--- src/uart_core_params.svh ---
// register offsets, field positions, reset values and codes of the uart core
`ifndef UART_CORE_PARAMS_SVH
`define UART_CORE_PARAMS_SVH
// ==========================================================
// register offsets
`define OFS_MODEM_CTRL 4'h0
`define OFS_IER        4'h1
`define OFS_FCR        4'h2
`define OFS_LCR        4'h3
`define OFS_IIR        4'h4
`define OFS_LSR        4'h5
`define OFS_MSR        4'h6
`define OFS_DATA       4'h8
`define OFS_RFC        4'hA
`define OFS_TFC        4'hB
`define OFS_DLL        4'hC
`define OFS_DLH        4'hD
`define OFS_PRE        4'hE
`define OFS_ADR        4'hF
// ==========================================================
// field positions
`define IER_SOFT_RESET 7
`define IER_TX_GATE    6
`define IER_RTS_GATE   5
`define IER_DTR_GATE   4
`define IER_MODEM      3
`define IER_LINE       2
`define IER_TXE        1
`define IER_RXA        0
`define FCR_TX_FLUSH   2
`define FCR_RX_FLUSH   1
`define FCR_QEN        0
`define LCR_BREAK      6
`define LCR_PAR_EN     3
`define LCR_STOP       2
`define MCR_AUTO       2
`define MCR_RTS        1
`define MCR_DTR        0
// ==========================================================
// reset values and codes
`define ADR_RESET      8'hFF
`define ADR_BCAST      8'hFF
`define QUEUE_DEPTH    4'h8
`define SAMPLE_MID     4'h7
`define SAMPLE_LAST    4'hF
`define TOUT_SHIFT     6
`define PAR_ODD        2'b00
`define PAR_EVEN       2'b01
`define PAR_MARK       2'b10
`define IIR_NONE       4'h1
`define IIR_ADDR       4'hE
`define IIR_LINE       4'h6
`define IIR_RXA        4'h4
`define IIR_TOUT       4'hC
`define IIR_THR        4'h2
`define IIR_MODEM      4'h0
`endif

--- src/uart_core_pkg.sv ---
// types of the uart core
package uart_core_pkg;
  typedef enum logic [2:0] {
    SER_IDLE  = 3'b000,
    SER_START = 3'b001,
    SER_DATA  = 3'b010,
    SER_PAR   = 3'b011,
    SER_STOP  = 3'b100
  } ser_e;

  typedef struct packed {
    logic [2:0]        mcr;
    logic [6:0]        ier;
    logic [1:0]        trig;
    logic              qen;
    logic [7:0]        lcr;
    logic [15:0]       dl;
    logic [7:0]        pre;
    logic [7:0]        adr;
    logic [7:0]        pacc;
    logic [15:0]       dlcnt;
    logic [7:0][7:0]   tx_mem;
    logic [2:0]        tx_wp;
    logic [2:0]        tx_rp;
    logic [3:0]        tx_cnt;
    ser_e              tx_st;
    logic [7:0]        tx_sh;
    logic [3:0]        tx_smp;
    logic [2:0]        tx_bit;
    logic              tx_par;
    logic              tx_line;
    logic [7:0][10:0]  rx_mem;
    logic [2:0]        rx_wp;
    logic [2:0]        rx_rp;
    logic [3:0]        rx_cnt;
    ser_e              rx_st;
    logic [7:0]        rx_sh;
    logic [3:0]        rx_smp;
    logic [2:0]        rx_bit;
    logic              rx_par;
    logic              rx_zero;
    logic              brk;
    logic              frm;
    logic              perr;
    logic              ovr;
    logic              thr_if;
    logic              adr_if;
    logic              listen;
    logic              rts_allow;
    logic [9:0]        tout;
    logic [3:0]        msr_prev;
    logic [3:0]        msr_chg;
    logic [7:0]        rd_q;
  } state_s;
endpackage : uart_core_pkg

--- src/uart_core.sv ---
// 16550-style serial port with queues, address match and modem lines
//
// The plain strobed port and the address map are this design's own decisions.
`timescale 1ns/10ps
`include "uart_core_params.svh"

module uart_core
  import uart_core_pkg::*;
(
  // clock and reset
  input  wire logic       clk_sys,
  input  wire logic       reset,
  // register port
  input  wire logic [3:0] addr,
  input  wire logic [7:0] wr_data,
  input  wire logic       wr_en,
  input  wire logic       rd_en,
  output logic      [7:0] rd_data,
  // serial line
  input  wire logic       rxd,
  output logic            txd,
  output logic            txd_oe,
  // modem lines active low, output enables active high
  input  wire logic       cts_n,
  input  wire logic       dsr_n,
  input  wire logic       ri_n,
  input  wire logic       dcd_n,
  output logic            rts_n,
  output logic            rts_oe,
  output logic            dtr_n,
  output logic            dtr_oe
);

  // ==========================================================
  // state and helpers
  state_s q;
  state_s d;
  logic [3:0] cap;
  logic [3:0] lvl;
  logic [3:0] iir_code;
  logic [7:0] lsr_val;
  logic [7:0] msr_val;
  logic [7:0] err_v;
  logic       tout_hit;
  logic       line_irq;
  logic       am;
  logic [1:0] cl;
  logic [9:0] tlim;

  function automatic state_s rst_state();
    state_s s;
    s           = '0;
    s.adr       = `ADR_RESET;
    s.rts_allow = 1'b1;
    s.tx_line   = 1'b1;
    return s;
  endfunction : rst_state

  function automatic logic par_bit(input logic [7:0] v,
                                   input logic [1:0] len,
                                   input logic [1:0] kind);
    logic [7:0] m;
    m = v & (8'hFF >> (2'd3 - len));
    case (kind)
      `PAR_ODD:  par_bit = ~^m;
      `PAR_EVEN: par_bit = ^m;
      `PAR_MARK: par_bit = 1'b1;
      default:   par_bit = 1'b0;
    endcase
  endfunction : par_bit

  // ==========================================================
  // derived status
  assign cl  = q.lcr[1:0];
  assign cap = q.qen ? `QUEUE_DEPTH : 4'h1;
  always_comb begin
    if (!q.qen) begin
      lvl = 4'h1;
    end else begin
      case (q.trig)
        2'b00:   lvl = 4'h1;
        2'b01:   lvl = 4'h2;
        2'b10:   lvl = 4'h4;
        default: lvl = 4'h7;
      endcase
    end
  end

  // per-entry error of bytes still held
  for (genvar i = 0; i < 8; i++) begin : g_err
    logic [2:0] rel;
    assign rel      = 3'(i) - q.rx_rp;
    assign err_v[i] = ({1'b0, rel} < q.rx_cnt) &&
                      (|q.rx_mem[i][10:8]);
  end

  // matching active only with parity and a real address
  assign am = q.lcr[`LCR_PAR_EN] && (q.adr != `ADR_RESET);

  // four character periods in 16x ticks
  assign tlim = 10'(4'd7 + {2'b0, cl} + {3'b0, q.lcr[`LCR_PAR_EN]} +
                {3'b0, q.lcr[`LCR_STOP]}) << `TOUT_SHIFT;
  assign tout_hit = q.tout >= tlim;
  assign line_irq = q.ier[`IER_LINE] && (q.brk | q.frm | q.perr | q.ovr);

  always_comb begin
    if (q.adr_if) begin
      iir_code = `IIR_ADDR;
    end else if (line_irq) begin
      iir_code = `IIR_LINE;
    end else if (q.ier[`IER_RXA] && q.rx_cnt >= lvl) begin
      iir_code = `IIR_RXA;
    end else if (q.ier[`IER_RXA] && tout_hit && q.rx_cnt != 4'h0) begin
      iir_code = `IIR_TOUT;
    end else if (q.ier[`IER_TXE] && q.thr_if) begin
      iir_code = `IIR_THR;
    end else if (q.ier[`IER_MODEM] && |q.msr_chg) begin
      iir_code = `IIR_MODEM;
    end else begin
      iir_code = `IIR_NONE;
    end
  end

  assign lsr_val = {|err_v,
                    q.tx_cnt == 4'h0 && q.tx_st == SER_IDLE,
                    q.tx_cnt == 4'h0,
                    q.brk, q.frm, q.perr, q.ovr,
                    q.rx_cnt != 4'h0};
  assign msr_val = {~dcd_n, ~ri_n, ~dsr_n, ~cts_n, q.msr_chg};

  // ==========================================================
  // next state
  always_comb begin
    logic [8:0]  psum;
    logic        s16;
    logic        tx_pop;
    logic        rx_push;
    logic        rx_pop;
    logic        fin;
    logic        perr_c;
    logic [7:0]  rdata;
    logic [10:0] rent;
    logic        sel;
    psum    = 9'({1'b0, q.pacc} + 9'd2);
    s16     = 1'b0;
    tx_pop  = 1'b0;
    rx_push = 1'b0;
    rx_pop  = 1'b0;
    fin     = 1'b0;
    perr_c  = 1'b0;
    rdata   = 8'h00;
    rent    = 11'h000;
    sel     = 1'b0;
    d       = q;
    d.rd_q  = 8'h00;

    // reference clock 2*fsys/pre, then 16x divisor
    if (psum >= {2'b0, q.pre[6:0]}) begin
      d.pacc = (q.pre[6:0] < 7'h02) ? 8'h00 :
               8'(psum - {2'b0, q.pre[6:0]});
      if (q.dlcnt + 16'h0001 >= q.dl) begin
        d.dlcnt = 16'h0000;
        s16     = 1'b1;
      end else begin
        d.dlcnt = q.dlcnt + 16'h0001;
      end
    end else begin
      d.pacc = psum[7:0];
    end

    // transmitter
    case (q.tx_st)
      SER_IDLE: begin
        if (q.tx_cnt != 4'h0 && (!q.mcr[`MCR_AUTO] || !cts_n)) begin
          tx_pop   = 1'b1;
          d.tx_sh  = q.tx_mem[q.tx_rp];
          d.tx_par = par_bit(q.tx_mem[q.tx_rp], cl, q.lcr[5:4]);
          d.tx_st  = SER_START;
          d.tx_smp = 4'h0;
          d.listen = 1'b0;
        end
      end
      SER_START: begin
        if (s16) begin
          d.tx_smp = q.tx_smp + 4'h1;
          if (q.tx_smp == `SAMPLE_LAST) begin
            d.tx_st  = SER_DATA;
            d.tx_bit = 3'h0;
          end
        end
      end
      SER_DATA: begin
        if (s16) begin
          d.tx_smp = q.tx_smp + 4'h1;
          if (q.tx_smp == `SAMPLE_LAST) begin
            d.tx_sh  = q.tx_sh >> 1;
            d.tx_bit = q.tx_bit + 3'h1;
            if (q.tx_bit == {1'b1, cl}) begin
              d.tx_st  = q.lcr[`LCR_PAR_EN] ? SER_PAR : SER_STOP;
              d.tx_bit = 3'h0;
            end
          end
        end
      end
      SER_PAR: begin
        if (s16) begin
          d.tx_smp = q.tx_smp + 4'h1;
          if (q.tx_smp == `SAMPLE_LAST) begin
            d.tx_st = SER_STOP;
          end
        end
      end
      SER_STOP: begin
        if (s16) begin
          d.tx_smp = q.tx_smp + 4'h1;
          if (q.tx_smp == `SAMPLE_LAST) begin
            if (q.lcr[`LCR_STOP] && q.tx_bit == 3'h0) begin
              d.tx_bit = 3'h1;
            end else begin
              d.tx_st = SER_IDLE;
            end
          end
        end
      end
      default: d.tx_st = SER_IDLE;
    endcase

    // receiver
    case (q.rx_st)
      SER_IDLE: begin
        if (!rxd) begin
          d.rx_st   = SER_START;
          d.rx_smp  = 4'h0;
          d.rx_zero = 1'b1;
        end
      end
      SER_START: begin
        if (s16) begin
          d.rx_smp = q.rx_smp + 4'h1;
          if (q.rx_smp == `SAMPLE_MID) begin
            d.rx_st  = rxd ? SER_IDLE : SER_DATA;
            d.rx_smp = 4'h0;
            d.rx_bit = 3'h0;
          end
        end
      end
      SER_DATA: begin
        if (s16) begin
          d.rx_smp = q.rx_smp + 4'h1;
          if (q.rx_smp == `SAMPLE_LAST) begin
            d.rx_sh   = {rxd, q.rx_sh[7:1]};
            d.rx_zero = q.rx_zero & ~rxd;
            d.rx_bit  = q.rx_bit + 3'h1;
            if (q.rx_bit == {1'b1, cl}) begin
              d.rx_st = q.lcr[`LCR_PAR_EN] ? SER_PAR : SER_STOP;
            end
          end
        end
      end
      SER_PAR: begin
        if (s16) begin
          d.rx_smp = q.rx_smp + 4'h1;
          if (q.rx_smp == `SAMPLE_LAST) begin
            d.rx_par = rxd;
            d.rx_st  = SER_STOP;
          end
        end
      end
      SER_STOP: begin
        if (s16) begin
          d.rx_smp = q.rx_smp + 4'h1;
          if (q.rx_smp == `SAMPLE_LAST) begin
            fin     = 1'b1;
            d.rx_st = SER_IDLE;
          end
        end
      end
      default: d.rx_st = SER_IDLE;
    endcase

    // finished character: check, match address, queue
    if (fin) begin
      rdata  = q.rx_sh >> (2'd3 - cl);
      perr_c = q.lcr[`LCR_PAR_EN] &&
               (q.rx_par != par_bit(rdata, cl, q.lcr[5:4]));
      rent   = {q.rx_zero & ~rxd & ~(q.lcr[`LCR_PAR_EN] & q.rx_par),
                ~rxd, perr_c, rdata};
      if (am && perr_c) begin
        if (rdata == q.adr || rdata == `ADR_BCAST) begin
          d.listen = 1'b1;
          d.adr_if = 1'b1;
        end else begin
          d.listen = 1'b0;
        end
      end else if (!am || q.listen) begin
        if (q.rx_cnt < cap) begin
          rx_push = 1'b1;
        end else begin
          d.ovr = 1'b1;
        end
      end
    end

    // register reads
    if (rd_en) begin
      case (addr)
        `OFS_MODEM_CTRL: d.rd_q = {5'h00, q.mcr};
        `OFS_IER:        d.rd_q = {1'b0, q.ier};
        `OFS_FCR:        d.rd_q = {q.trig, 5'h00, q.qen};
        `OFS_LCR:        d.rd_q = q.lcr;
        `OFS_IIR: begin
          d.rd_q = {{2{q.qen}}, 2'b00, iir_code};
          d.adr_if = 1'b0;
          if (iir_code == `IIR_THR) begin
            d.thr_if = 1'b0;
          end
        end
        `OFS_LSR: begin
          d.rd_q = lsr_val;
          d.brk  = 1'b0;
          d.frm  = 1'b0;
          d.perr = 1'b0;
          d.ovr  = 1'b0;
        end
        `OFS_MSR: begin
          d.rd_q    = msr_val;
          d.msr_chg = 4'h0;
        end
        `OFS_DATA: begin
          d.rd_q = q.rx_mem[q.rx_rp][7:0];
          rx_pop = q.rx_cnt != 4'h0;
        end
        `OFS_RFC: d.rd_q = {4'h0, q.rx_cnt};
        `OFS_TFC: d.rd_q = {4'h0, q.tx_cnt};
        `OFS_DLL: d.rd_q = q.dl[7:0];
        `OFS_DLH: d.rd_q = q.dl[15:8];
        `OFS_PRE: d.rd_q = q.pre;
        `OFS_ADR: d.rd_q = q.adr;
        default:  d.rd_q = 8'h00;
      endcase
    end

    // register writes
    if (wr_en) begin
      case (addr)
        `OFS_MODEM_CTRL: d.mcr = wr_data[2:0];
        `OFS_IER: begin
          d.ier = wr_data[6:0];
          if (wr_data[`IER_TXE] && !q.ier[`IER_TXE] &&
              q.tx_cnt == 4'h0) begin
            sel = 1'b1;
          end
        end
        `OFS_FCR: begin
          d.trig = wr_data[7:6];
          d.qen  = wr_data[`FCR_QEN];
        end
        `OFS_LCR: d.lcr = wr_data;
        `OFS_DATA: begin
          d.thr_if = 1'b0;
          if (q.tx_cnt < cap) begin
            d.tx_mem[q.tx_wp] = wr_data;
            d.tx_wp = q.tx_wp + 3'h1;
          end
        end
        `OFS_DLL: d.dl[7:0]  = wr_data;
        `OFS_DLH: d.dl[15:8] = wr_data;
        `OFS_PRE: d.pre = wr_data;
        `OFS_ADR: begin
          d.adr    = wr_data;
          d.listen = 1'b0;
        end
        default: d.lcr = q.lcr;
      endcase
    end

    // queue pointers and counts
    if (rx_push) begin
      d.rx_mem[q.rx_wp] = rent;
      d.rx_wp = q.rx_wp + 3'h1;
    end
    if (rx_pop) begin
      d.rx_rp = q.rx_rp + 3'h1;
    end
    d.rx_cnt = q.rx_cnt + {3'h0, rx_push} - {3'h0, rx_pop};
    if (tx_pop) begin
      d.tx_rp = q.tx_rp + 3'h1;
    end
    d.tx_cnt = q.tx_cnt +
               {3'h0, wr_en && addr == `OFS_DATA && q.tx_cnt < cap} -
               {3'h0, tx_pop};

    // error flags follow the byte coming to the head, except one pushed as the only held byte is read
    if (rx_pop && q.rx_cnt > 4'h1) begin
      rent = q.rx_mem[q.rx_rp + 3'h1];
    end
    if ((rx_pop && q.rx_cnt > 4'h1) ||
        (rx_push && q.rx_cnt == 4'h0)) begin
      d.brk  = d.brk | rent[10];
      d.frm  = d.frm | rent[9];
      d.perr = d.perr | rent[8];
    end

    // flushes leave the shifters alone
    if (wr_en && addr == `OFS_FCR && wr_data[`FCR_TX_FLUSH]) begin
      d.tx_wp  = 3'h0;
      d.tx_rp  = 3'h0;
      d.tx_cnt = 4'h0;
    end
    if (wr_en && addr == `OFS_FCR && wr_data[`FCR_RX_FLUSH]) begin
      d.rx_wp  = 3'h0;
      d.rx_rp  = 3'h0;
      d.rx_cnt = 4'h0;
    end

    // transmit empty event, set wins over clear
    if (sel || (tx_pop && d.tx_cnt == 4'h0)) begin
      d.thr_if = 1'b1;
    end
    if (!am) begin
      d.adr_if = 1'b0;
    end

    // receive idle timer
    if (q.rx_cnt == 4'h0 || rx_push || rx_pop || q.rx_st != SER_IDLE) begin
      d.tout = 10'h000;
    end else if (s16 && !tout_hit) begin
      d.tout = q.tout + 10'h001;
    end

    // auto request-to-send
    if (d.rx_cnt >= lvl) begin
      d.rts_allow = 1'b0;
    end else if (d.rx_cnt == 4'h0) begin
      d.rts_allow = 1'b1;
    end

    // modem change flags
    d.msr_prev = ~{dcd_n, ri_n, dsr_n, cts_n};
    d.msr_chg  = d.msr_chg | (d.msr_prev ^ q.msr_prev);

    // line level, break overrides
    case (d.tx_st)
      SER_START: d.tx_line = 1'b0;
      SER_DATA:  d.tx_line = d.tx_sh[0];
      SER_PAR:   d.tx_line = d.tx_par;
      default:   d.tx_line = 1'b1;
    endcase
    if (q.lcr[`LCR_BREAK]) begin
      d.tx_line = 1'b0;
    end

    if (wr_en && addr == `OFS_IER && wr_data[`IER_SOFT_RESET]) begin
      d = rst_state();
    end
  end

  always_ff @(posedge clk_sys) begin
    if (reset) begin
      q <= rst_state();
    end else begin
      q <= d;
    end
  end

  // ==========================================================
  // outputs
  assign rd_data = q.rd_q;
  assign txd     = q.ier[`IER_TX_GATE] ? q.tx_line : 1'b1;
  assign txd_oe  = q.ier[`IER_TX_GATE];
  assign rts_n   = ~(q.mcr[`MCR_RTS] &
                     (~q.mcr[`MCR_AUTO] | q.rts_allow));
  assign rts_oe  = q.ier[`IER_RTS_GATE];
  assign dtr_n   = ~q.mcr[`MCR_DTR];
  assign dtr_oe  = q.ier[`IER_DTR_GATE];
endmodule : uart_core

--- config.mk ---
export PLATFORM = sky130hd
export DESIGN_NAME = uart_core
export DESIGN_NICKNAME = d
export VERILOG_FILES = /design/src/uart_core_pkg.sv /design/src/uart_core.sv
export VERILOG_INCLUDE_DIRS = /design/src
export SDC_FILE = /design/constraint.sdc
export NUM_CORES = 1
export LEC_CHECK = 0
export ABC_CLOCK_PERIOD_IN_PS = 9400
export BUFFER_PORTS_ARGS = -buffer_cell sky130_fd_sc_hd__buf_4
export CAP_MARGIN = 15
export CORE_MARGIN = 4
export CORE_UTILIZATION = 45
export DETAILED_ROUTE_END_ITERATION = 16
export PLACE_DENSITY_LB_ADDON = 0.15
export SLEW_MARGIN = 20
export SYNTH_ARGS = -nofsm -noshare
export SYNTH_HDL_FRONTEND = slang
export SYNTH_SLANG_ARGS = --single-unit
--- constraint.sdc ---
create_clock -name clk_sys -period 9.4 [get_ports clk_sys]
set_input_delay 2.82 -clock clk_sys [delete_from_list [all_inputs] [get_ports clk_sys]]
set_output_delay 2.82 -clock clk_sys [all_outputs]
set_load 0.02 [all_outputs]
==> results.sh, run 1 <==
export IMPL_outcome="completed"
export IMPL_io_pin_count=35
export IMPL_cp_num_buf_inv=3
export IMPL_cts_sinks=323
export IMPL_synth_cell_types=76
export IMPL_finalSetupTns_ps=0
export IMPL_grt_pass1_wl_um=74020
export IMPL_core_area_mm2=0.03776
export IMPL_clock_root_buffer="clkbuf_16"
export IMPL_die_width_um=204.0
export IMPL_gp_congestion=0.9162
export IMPL_max_stage_delay_ps=470
export IMPL_grt_busiest_layer="met2"
export IMPL_clk_path_buf_depth=3
export IMPL_timing_final_crit_share_pct=66.70
export IMPL_path_common_cell="ha_1"
export IMPL_cpMaxStageDelayCell="nor3_4"
export IMPL_grt_use_met2_pct=34.19
export IMPL_drc=0
export IMPL_nets=2013
export IMPL_cp_required_ps=9870
export IMPL_die_h_um=204.0
export IMPL_grt_max_degree=73
export IMPL_postCtsResizedCells=0
export IMPL_tightest_slew_ps=1098
export IMPL_netlist_instances=1957
export IMPL_post_cts_repair_setup_buffers=0
export IMPL_peakVddDrop_mv=0.1451
export IMPL_grt_pass1_vias=13399
export IMPL_grt_overflow=0
export IMPL_syn_to_final_growth_pct=9.054
export IMPL_num_vias=13894
export IMPL_drv_slew=0
export IMPL_end_kind="flip-flop"
export IMPL_async_reset_ff_share_pct=0
export IMPL_final_common_cell="dfxtp_1"
export IMPL_antenna_found_initial=0
export IMPL_wl_per_cell_um=19.06
export IMPL_final_cells=2444
export IMPL_layout_cells_most_common_list="dfxtp_1 (323), nor2_1 (239), nand2_1 (178), mux2i_1 (172), nand3_1 (93)"
export IMPL_start_util_pct=45.79
export IMPL_synth_seq_cells=323
export IMPL_drt_wl_total_um=46580
export IMPL_synth_edf_count=0
export IMPL_power_leakage_nw=7.205
export IMPL_ys_warn_count=0
export IMPL_hold_path_depth=2
export IMPL_critical_path_depth=27
export IMPL_die_area_mm2=0.04162
export IMPL_portBuffers=34
export IMPL_syn_avg_cell_area_um2=8.834
export IMPL_worstSetupPathType="reg2reg"
export IMPL_maxSlewHeadroom_pct=26.52
export IMPL_fin_skew_ps=22.88
export IMPL_min_period_ps=6270
export IMPL_cp_start_kind="flip-flop"
export IMPL_dp_cells=2380
export IMPL_synth_ff_type="dfxtp_1"
export IMPL_antenna_cells=0
export IMPL_reg2reg_slack_ps=3130
export IMPL_drive_above_1_share_pct=9.053
export IMPL_fmax_ghz=0.1595
export IMPL_critPathArrivalTime_ps=6740
export IMPL_ys_seq_area_share_pct=37.40
export IMPL_powerDensity_mw_per_mm2=185.3
export IMPL_r2r_cells=27
export IMPL_cts_max_level=2
export IMPL_gr_usage_met1_pct=31.11
export IMPL_rsz0062_at_grt="false"
export IMPL_grt_util_met3_pct=3.316
export IMPL_dp_hpwl_um=32540
export IMPL_firstDrtPassIters=5
export IMPL_fp_row_count=71
export IMPL_worstPathMaxFanout=14
export IMPL_cts_hold_buf=0
export IMPL_crit_family="simple AND/OR/NAND/NOR gates"
export IMPL_clkSlewWorstSetupHoldPaths_ps=60
export IMPL_syn_num_nets=2061
export IMPL_grt_util_all_layers_pct=22.09
export IMPL_hold_viol=0
export IMPL_post_route_util_pct=49.94
export IMPL_drtIter0Drc=1094
export IMPL_setup_viol=0
export IMPL_netlist_area_mm2=0.01729
export IMPL_vias_per_cell=5.685
export IMPL_cts_buffers=38
export IMPL_cts_tree="yes"
export IMPL_drv_cap=0
export IMPL_clock_latency_ps=550
export IMPL_worstHoldPathType="reg2reg"
export IMPL_final_antenna_net_count=0
==> per-stage QoR <==
stage / area, um^2 / setup WS (ps) / hold WS (ps) / power [mW]
2_1_floorplan: 17290 / 3651 / 431.5 / 1.971
3_3_place_gp: 17730 / 3231 / 439.7 / 2.154
3_5_place_dp: 17730 / 3110 / 447.2 / 2.157
4_1_cts: 18850 / 3175 / 456.0 / 3.530
5_1_grt: 18850 / 2728 / 469.9 / 3.664
6_report: 18850 / 3131 / 454.6 / 3.493
==> synth_stat cells, drive strengths merged, types with 7 or more instances <==
| library cell | count | area, um^2 |
|---|---|---|
| a211oi | 15 | 112.6 |
| a21o | 16 | 120.1 |
| a21oi | 93 | 465.5 |
| a221oi | 8 | 70.07 |
| a22o | 8 | 70.07 |
| a22oi | 16 | 120.1 |
| a31oi | 9 | 56.30 |
| and2 | 12 | 75.07 |
| and3 | 22 | 137.6 |
| buf | 44 | 236.5 |
| clkbuf | 92 | 345.3 |
| dfxtp | 323 | 6466 |
| ha | 79 | 988.5 |
| inv | 77 | 291.5 |
| mux2 | 22 | 247.7 |
| mux2i | 172 | 1722 |
| mux4 | 38 | 867.1 |
| nand2 | 178 | 668.1 |
| nand2b | 17 | 106.4 |
| nand3 | 93 | 465.5 |
| nand3b | 23 | 172.7 |
| nand4 | 21 | 131.4 |
| nor2 | 240 | 900.9 |
| nor2b | 13 | 81.33 |
| nor3 | 32 | 187.7 |
| nor3b | 8 | 65.06 |
| nor4 | 7 | 43.79 |
| o21ai | 99 | 495.5 |
| or3 | 9 | 56.30 |
| or4 | 8 | 60.06 |
| xnor2 | 42 | 367.9 |
| xor2 | 34 | 297.8 |
==> tightest hold or removal path, stage by stage (launching register included) <==
cell     delay [ps]
dfxtp_1         310
nand2_1          50
a21oi_1          50
==> report_power, final <==
part / switching (mW) / internal (mW)
logic: 0.441 / 0.235
registers: 0.0527 / 1.41
clock network: 0.571 / 0.785
total: 1.07 / 2.43
==> area by class of cell <==
| cell class | count | area, um^2 |
|---|---|---|
| Multi-Input combinational cell | 1421 | 9975 |
| Sequential cell | 323 | 6466 |
| Inverter | 77 | 291.5 |
| Fill cell | 3610 | 18900 |
| Clock buffer | 55 | 1066 |
| Clock inverter | 9 | 55.05 |
| Tap cell | 511 | 639.4 |
| Timing Repair Buffer | 48 | 360.3 |
==> registers in the layout, summed over array words and instances, names as in the netlist <==
register  cells
q           302
rd_data       8
lsr_val       4
msr_val       4
cl            2
dtr_oe        1
rts_oe        1
txd_oe        1
==> worst paths after layout <==
| path | start | to |
|---|---|---|
| worst max-delay path | q[246] | q[26] |
| worst min-delay path | q[167] | q[167] |
| worst max register to register | q[246] | q[26] |
| worst min register to register | q[167] | q[167] |
==> routing by layer <==
metal | vias up | share of wire [%]
met5 | - | 0
met4 | 0 | 3.6
met3 | 89 | 5.5
met2 | 335 | 44
met1 | 6667 | 47
li1 | 6803 | -
==> cells by family (layout without fill, tap and decap cells) <==
family                   count (synthesis)  count (layout)  share of synthesized area (%)
flip-flops                             323             323                          37.40
adder cells (fa/ha/maj)                 83              83                          6.181
XOR/XNOR                                77              77                          3.981
AND/OR/NAND/NOR                        698             698                          18.92
buffers and inverters                  213             189                          5.052
multiplexers                           232             232                          16.41
AO/OA/AOI/OAI                          331             331                          12.06
(Power assumes the default switching activity.)
==> inputs of run 2 (changes only) <==
--- a/config.mk
+++ b/config.mk
@@ -6,7 +6,8 @@
 export SDC_FILE = /design/constraint.sdc
 export NUM_CORES = 1
 export LEC_CHECK = 0
-export ABC_CLOCK_PERIOD_IN_PS = 9400
+export ABC_AREA = 1
+export ABC_CLOCK_PERIOD_IN_PS = 5700
 export BUFFER_PORTS_ARGS = -buffer_cell sky130_fd_sc_hd__buf_4
 export CAP_MARGIN = 15
 export CORE_MARGIN = 4
==> constraint.sdc (replaced) <==
create_clock -name clk_sys -period 5.7 [get_ports clk_sys]
set_input_delay 1.71 -clock clk_sys [delete_from_list [all_inputs] [get_ports clk_sys]]
set_output_delay 1.71 -clock clk_sys [all_outputs]
set_load 0.02 [all_outputs]
==> results.sh, run 2 <==
export IMPL_outcome="completed"
export IMPL_grt_overflow=0
export IMPL_synth_ff_type="dfxtp_1"
export IMPL_r2r_cells=32
export IMPL_powerDensity_mw_per_mm2=341.1
export IMPL_cpMaxStageDelayCell="fa_1"
export IMPL_cts_max_level=2
export IMPL_synth_top_cell_area_share_pct=36.52
export IMPL_grt_busiest_layer="met2"
export IMPL_peakVddDrop_mv=0.3300
export IMPL_antenna_cells=0
export IMPL_final_cells=3099
export IMPL_fp_row_count=72
export IMPL_ys_seq_area_share_pct=36.52
export IMPL_drv_slew=0
export IMPL_vias_per_cell=5.425
export IMPL_rsz0062_at_grt="false"
export IMPL_syn_num_nets=2681
export IMPL_portBuffers=34
export IMPL_dp_hpwl_um=38530
export IMPL_max_stage_delay_ps=450
export IMPL_grt_util_met3_pct=3.640
export IMPL_syn_avg_cell_area_um2=6.870
export IMPL_dp_cells=3031
export IMPL_maxSlewHeadroom_pct=26.51
export IMPL_worstHoldPathType="reg2reg"
export IMPL_grt_pass1_vias=15626
export IMPL_yosysTopAreaCell="dfxtp_1"
export IMPL_drt_wl_total_um=53850
export IMPL_clock_root_buffer="clkbuf_16"
export IMPL_die_h_um=206.4
export IMPL_path_common_cell="nand2_1"
export IMPL_final_antenna_net_count=0
export IMPL_post_route_util_pct=50.35
export IMPL_fmax_ghz=0.1937
export IMPL_drtIter0Drc=1579
export IMPL_synth_cell_types=54
export IMPL_clkSlewWorstSetupHoldPaths_ps=60
export IMPL_largest_reg_flops=302
export IMPL_async_reset_ff_share_pct=0
export IMPL_hold_path_depth=2
export IMPL_firstDrtPassIters=6
export IMPL_cp_start_kind="flip-flop"
export IMPL_cts_sinks=323
export IMPL_drc=0
export IMPL_start_util_pct=45.70
export IMPL_clk_path_buf_depth=3
export IMPL_die_width_um=206.4
export IMPL_synth_most_common_cell="nand2_1"
export IMPL_layout_cells_most_common_list="nand2_1 (647), dfxtp_1 (322), inv_1 (310), a21oi_1 (300), nor2_1 (190)"
export IMPL_power_leakage_nw=7.852
export IMPL_timing_final_crit_share_pct=90.58
export IMPL_drv_cap=0
export IMPL_wl_per_cell_um=17.38
export IMPL_die_area_mm2=0.04258
export IMPL_final_setup_worst_slack_ps=536.9
export IMPL_netlist_instances=2577
export IMPL_worstPathMaxFanout=9
export IMPL_hp_start="q[235]"
export IMPL_io_pin_count=35
export IMPL_r2r_start="q[248]"
export IMPL_core_area_mm2=0.03874
export IMPL_netlist_area_mm2=0.01770
export IMPL_grt_use_met2_pct=42.31
export IMPL_dpl_worst_slack_ps=487.1
export IMPL_cts_tree="yes"
export IMPL_grt_util_all_layers_pct=24.96
export IMPL_gr_usage_met1_pct=33.36
export IMPL_cp_required_ps=6190
export IMPL_hold_viol=0
export IMPL_post_dp_cell_area_mm2=0.01817
export IMPL_final_common_cell="nand2_1"
export IMPL_drive_above_1_share_pct=6.897
export IMPL_fin_skew_ps=20.32
export IMPL_reg2reg_slack_ps=540
export IMPL_finalSetupTns_ps=0
export IMPL_syn_to_final_growth_pct=10.16
export IMPL_synthTopCellsByCount="nand2_1 (648), dfxtp_1 (323), inv_1 (310)"
export IMPL_antenna_found_initial=0
export IMPL_r2r_end="q[26]"
export IMPL_post_cts_repair_setup_buffers=0
export IMPL_synth_seq_cells=323
export IMPL_min_period_ps=5163
export IMPL_gp_congestion=0.9488
export IMPL_num_vias=16813
export IMPL_nets=2658
export IMPL_fillers=3937
export IMPL_cts_buffers=39
export IMPL_synth_edf_count=0
export IMPL_tightest_slew_ps=1101
export IMPL_setup_viol=0
export IMPL_critPathArrivalTime_ps=5650
export IMPL_fin_area_mm2=0.01950
export IMPL_hold_end="q[235]"
export IMPL_regMostFlops="q"
export IMPL_grt_max_degree=91
export IMPL_grt_pass1_wl_um=84960
export IMPL_clock_latency_ps=560
export IMPL_ys_warn_count=0
export IMPL_ys_top_cells_by_area="dfxtp_1 (37%), nand2_1 (14%), a21oi_1 (8.5%)"
export IMPL_cts_hold_buf=0
export IMPL_worstSetupPathType="reg2reg"
export IMPL_end_kind="flip-flop"
-- run 2: through the flow --
step / hold WS (ps) / power [mW]
floorplan: 424.4 / 3.637
global placement: 439.4 / 4.104
detailed placement: 446.2 / 4.129
CTS: 455.3 / 6.693
global route: 471.9 / 7.018
finish: 451.5 / 6.653
-- run 2: kinds of logic (layout without fill, tap and decap cells) --
kind of cell             after synthesis  in the layout  synth area share [%]
flip-flops                           323            323                 36.52
AND/OR/NAND/NOR                     1083           1083                 26.01
AO/OA/AOI/OAI                        610            610                 19.17
adder cells (fa/ha/maj)               83             83                 6.035
XOR/XNOR                              43             43                 2.127
buffers and inverters                435            439                 10.13
-- run 2: final cells by class --
cell class | count | area, um^2 | area share, %
inverters | 321 | 1206 | 6.185
multi-input cells | 1819 | 9473 | 48.57
repair buffers | 50 | 387.9 | 1.989
clock inverters | 12 | 138.9 | 0.7121
clock buffers | 56 | 1181 | 6.056
well taps | 518 | 648.1 | 3.323
flip-flops and latches | 323 | 6467 | 33.16
-- run 2: report_power, final --
part | switching [mW] | leakage (nW) | total (mW) | internal, mW
Sequential | 0.0691 | 2.61 | 2.42 | 2.36
Combinational | 1.18 | 4.60 | 1.68 | 0.498
Clock | 1.02 | 0.640 | 2.55 | 1.53
Total | 2.27 | 7.85 | 6.65 | 4.38
-- run 2: critical path: cells and delay by family (launching register included) --
kind,cells,cell delay (ps)
DFF,1,380
xor gates and xnor gates,1,150
buffers and inverters,5,370
and+or+nand+nor,18,2280
adders and majority gates,5,1550
AOI/OAI and AO/OA,3,360
-- run 2: how the worst max path moves through the flow --
stage,from,endpoint,slack (ps)
finish,q[248],q[26],540
floorplan,q[246],q[26],830
global route,q[248],q[26],10
global placement,q[246],q[26],590
detailed placement,q[246],q[26],490
CTS,q[246],q[26],470
-- run 2: what timing repair did --
item	in CTS	in global routing
hold endpoints to repair	0	0
gates resized for setup	0	4
endpoints found under the setup margin	0	1
-- run 2: routing by layer --
layer / wire, um / share of wire (%)
met1: 24190 / 45
met5: 0 / 0
met3: 2779 / 5.2
met2: 25610 / 48
met4: 1272 / 2.4
==> inputs of run 3 (changes only) <==
--- a/config.mk
+++ b/config.mk
@@ -13,7 +13,7 @@
 export CORE_MARGIN = 4
 export CORE_UTILIZATION = 45
 export DETAILED_ROUTE_END_ITERATION = 16
-export PLACE_DENSITY_LB_ADDON = 0.15
+export PLACE_DENSITY_LB_ADDON = 0.1
 export SLEW_MARGIN = 20
 export SYNTH_ARGS = -nofsm -noshare
 export SYNTH_HDL_FRONTEND = slang
==> results.sh, run 3 (synthesized netlist as in run 2, its figures left out) <==
export IMPL_post_cts_repair_setup_buffers=0
export IMPL_drc=0
export IMPL_timing_final_crit_share_pct=91.16
export IMPL_syn_to_final_growth_pct=9.873
export IMPL_final_antenna_net_count=0
export IMPL_portBuffers=34
export IMPL_end_kind="flip-flop"
export IMPL_setup_viol=0
export IMPL_power_leakage_nw=7.849
export IMPL_fin_area_mm2=0.01945
export IMPL_whs_ps=451.0
export IMPL_fp_row_count=72
export IMPL_drive_above_1_share_pct=6.775
export IMPL_final_common_cell="nand2_1"
export IMPL_cp_startpoint="q[246]"
export IMPL_worstSetupPathType="reg2reg"
export IMPL_die_width_um=206.4
export IMPL_postCtsResizedCells=0
export IMPL_cts_hold_buf=0
export IMPL_grt_use_met2_pct=42.03
export IMPL_worstHoldPathType="reg2reg"
export IMPL_die_h_um=206.4
export IMPL_grt_util_met3_pct=3.468
export IMPL_clock_latency_ps=550
export IMPL_drv_slew=0
export IMPL_io_pin_count=35
export IMPL_critPathArrivalTime_ps=5670
export IMPL_dp_cells=3034
export IMPL_cp_required_ps=6180
export IMPL_cts_tree="yes"
export IMPL_fmax_ghz=0.1925
export IMPL_wl_per_cell_um=17.42
export IMPL_regMostFlops="q"
export IMPL_finalSetupTns_ps=0
export IMPL_hp_start="q[237]"
export IMPL_clkSlewWorstSetupHoldPaths_ps=60
export IMPL_r2r_start="q[246]"
export IMPL_vias_per_cell=5.394
export IMPL_cts_sinks=323
export IMPL_path_common_cell="nand2_1"
export IMPL_nets=2660
export IMPL_cts_buffers=38
export IMPL_die_area_mm2=0.04258
export IMPL_largest_reg_flops=302
export IMPL_gr_usage_met1_pct=32.85
export IMPL_clock_root_buffer="clkbuf_16"
export IMPL_cp_start_kind="flip-flop"
export IMPL_outcome="completed"
export IMPL_drt_wl_total_um=54020
export IMPL_antenna_found_initial=0
export IMPL_cpMaxStageDelayCell="fa_1"
export IMPL_grt_util_all_layers_pct=25.11
export IMPL_peakVddDrop_mv=0.2579
export IMPL_core_area_mm2=0.03874
export IMPL_min_period_ps=5196
export IMPL_grt_pass1_vias=15679
export IMPL_fillers=3901
export IMPL_start_util_pct=45.70
export IMPL_post_dp_cell_area_mm2=0.01817
export IMPL_grt_pass1_wl_um=85170
export IMPL_grt_overflow=0
export IMPL_cts_max_level=2
export IMPL_grt_max_degree=66
export IMPL_layout_cells_most_common_list="nand2_1 (647), dfxtp_1 (323), inv_1 (310), a21oi_1 (300), nor2_1 (190)"
export IMPL_max_stage_delay_ps=430
export IMPL_worstPathMaxFanout=9
export IMPL_final_cells=3101
export IMPL_drtIter0Drc=1481
export IMPL_grt_busiest_layer="met2"
export IMPL_drv_cap=0
export IMPL_clk_path_buf_depth=3
export IMPL_powerDensity_mw_per_mm2=338.3
export IMPL_maxSlewHeadroom_pct=27.81
export IMPL_hold_viol=0
export IMPL_dp_hpwl_um=38600
export IMPL_rsz0062_at_grt="false"
export IMPL_firstDrtPassIters=6
export IMPL_gp_congestion=0.9250
export IMPL_num_vias=16728
export IMPL_tightest_slew_ps=1082
export IMPL_antenna_cells=0
export IMPL_fin_skew_ps=24.96
==> run 3: cell count changes in the layout (fill, tap and decap cells not counted), sizes merged <==
cell and change:
clkbuf -1, clkinv +1, clkinvlp -1, buf +3
==> run 3: path summary, 6_finish.rpt <==
path | end | slack (ps) | cells after the start
setup / recovery | q[26] | 500 | 31
hold / removal | q[237] | 450 | 2
setup reg to reg | q[26] | 500 | 31
hold reg to reg | q[237] | 450 | 2
==> run 3: final cells by class <==
class | count | area (um^2) | share of cell area, %
inverters | 321 | 1206 | 6.201
repair buffers | 53 | 397.9 | 2.045
flip-flops and latches | 323 | 6466 | 33.24
multi-input cells | 1819 | 9467 | 48.67
well taps | 518 | 648.1 | 3.332
clock inverters | 12 | 121.4 | 0.6239
clock buffers | 55 | 1146 | 5.892
==> run 3: through the flow <==
stage               total power, mW  setup slack [ps]  utilization [%]
floorplan                     3.637             825.7                -
global placement              4.123             575.8            46.91
detailed placement            4.149             461.0            46.91
CTS                           6.641             423.5            50.18
global route                  6.953             39.68            50.22
finish                        6.581             504.2            50.22
==> run 3: critical path, delay by kind of cell (launching register included) <==
family	cells	cell delay, ps
compound gates	3	330
buf+inv	5	350
xor+xnor	1	210
fa+ha+maj	6	1700
simple gates	16	2100
flops	1	400
==> run 3: where the power goes <==
part           total, mW  internal [mW]  leakage (nW)  switching (mW)
combinational       1.68          0.496          4.62            1.18
sequential          2.42           2.35          2.61          0.0690
clock               2.48           1.49         0.622           0.993
total               6.58           4.34          7.85            2.25
==> run 3: routing by layer <==
metal,share of wire [%],up-vias
met5,0,-
li1,-,8410
met2,47,425
met3,5.3,113
met1,44,7780
met4,3.8,0
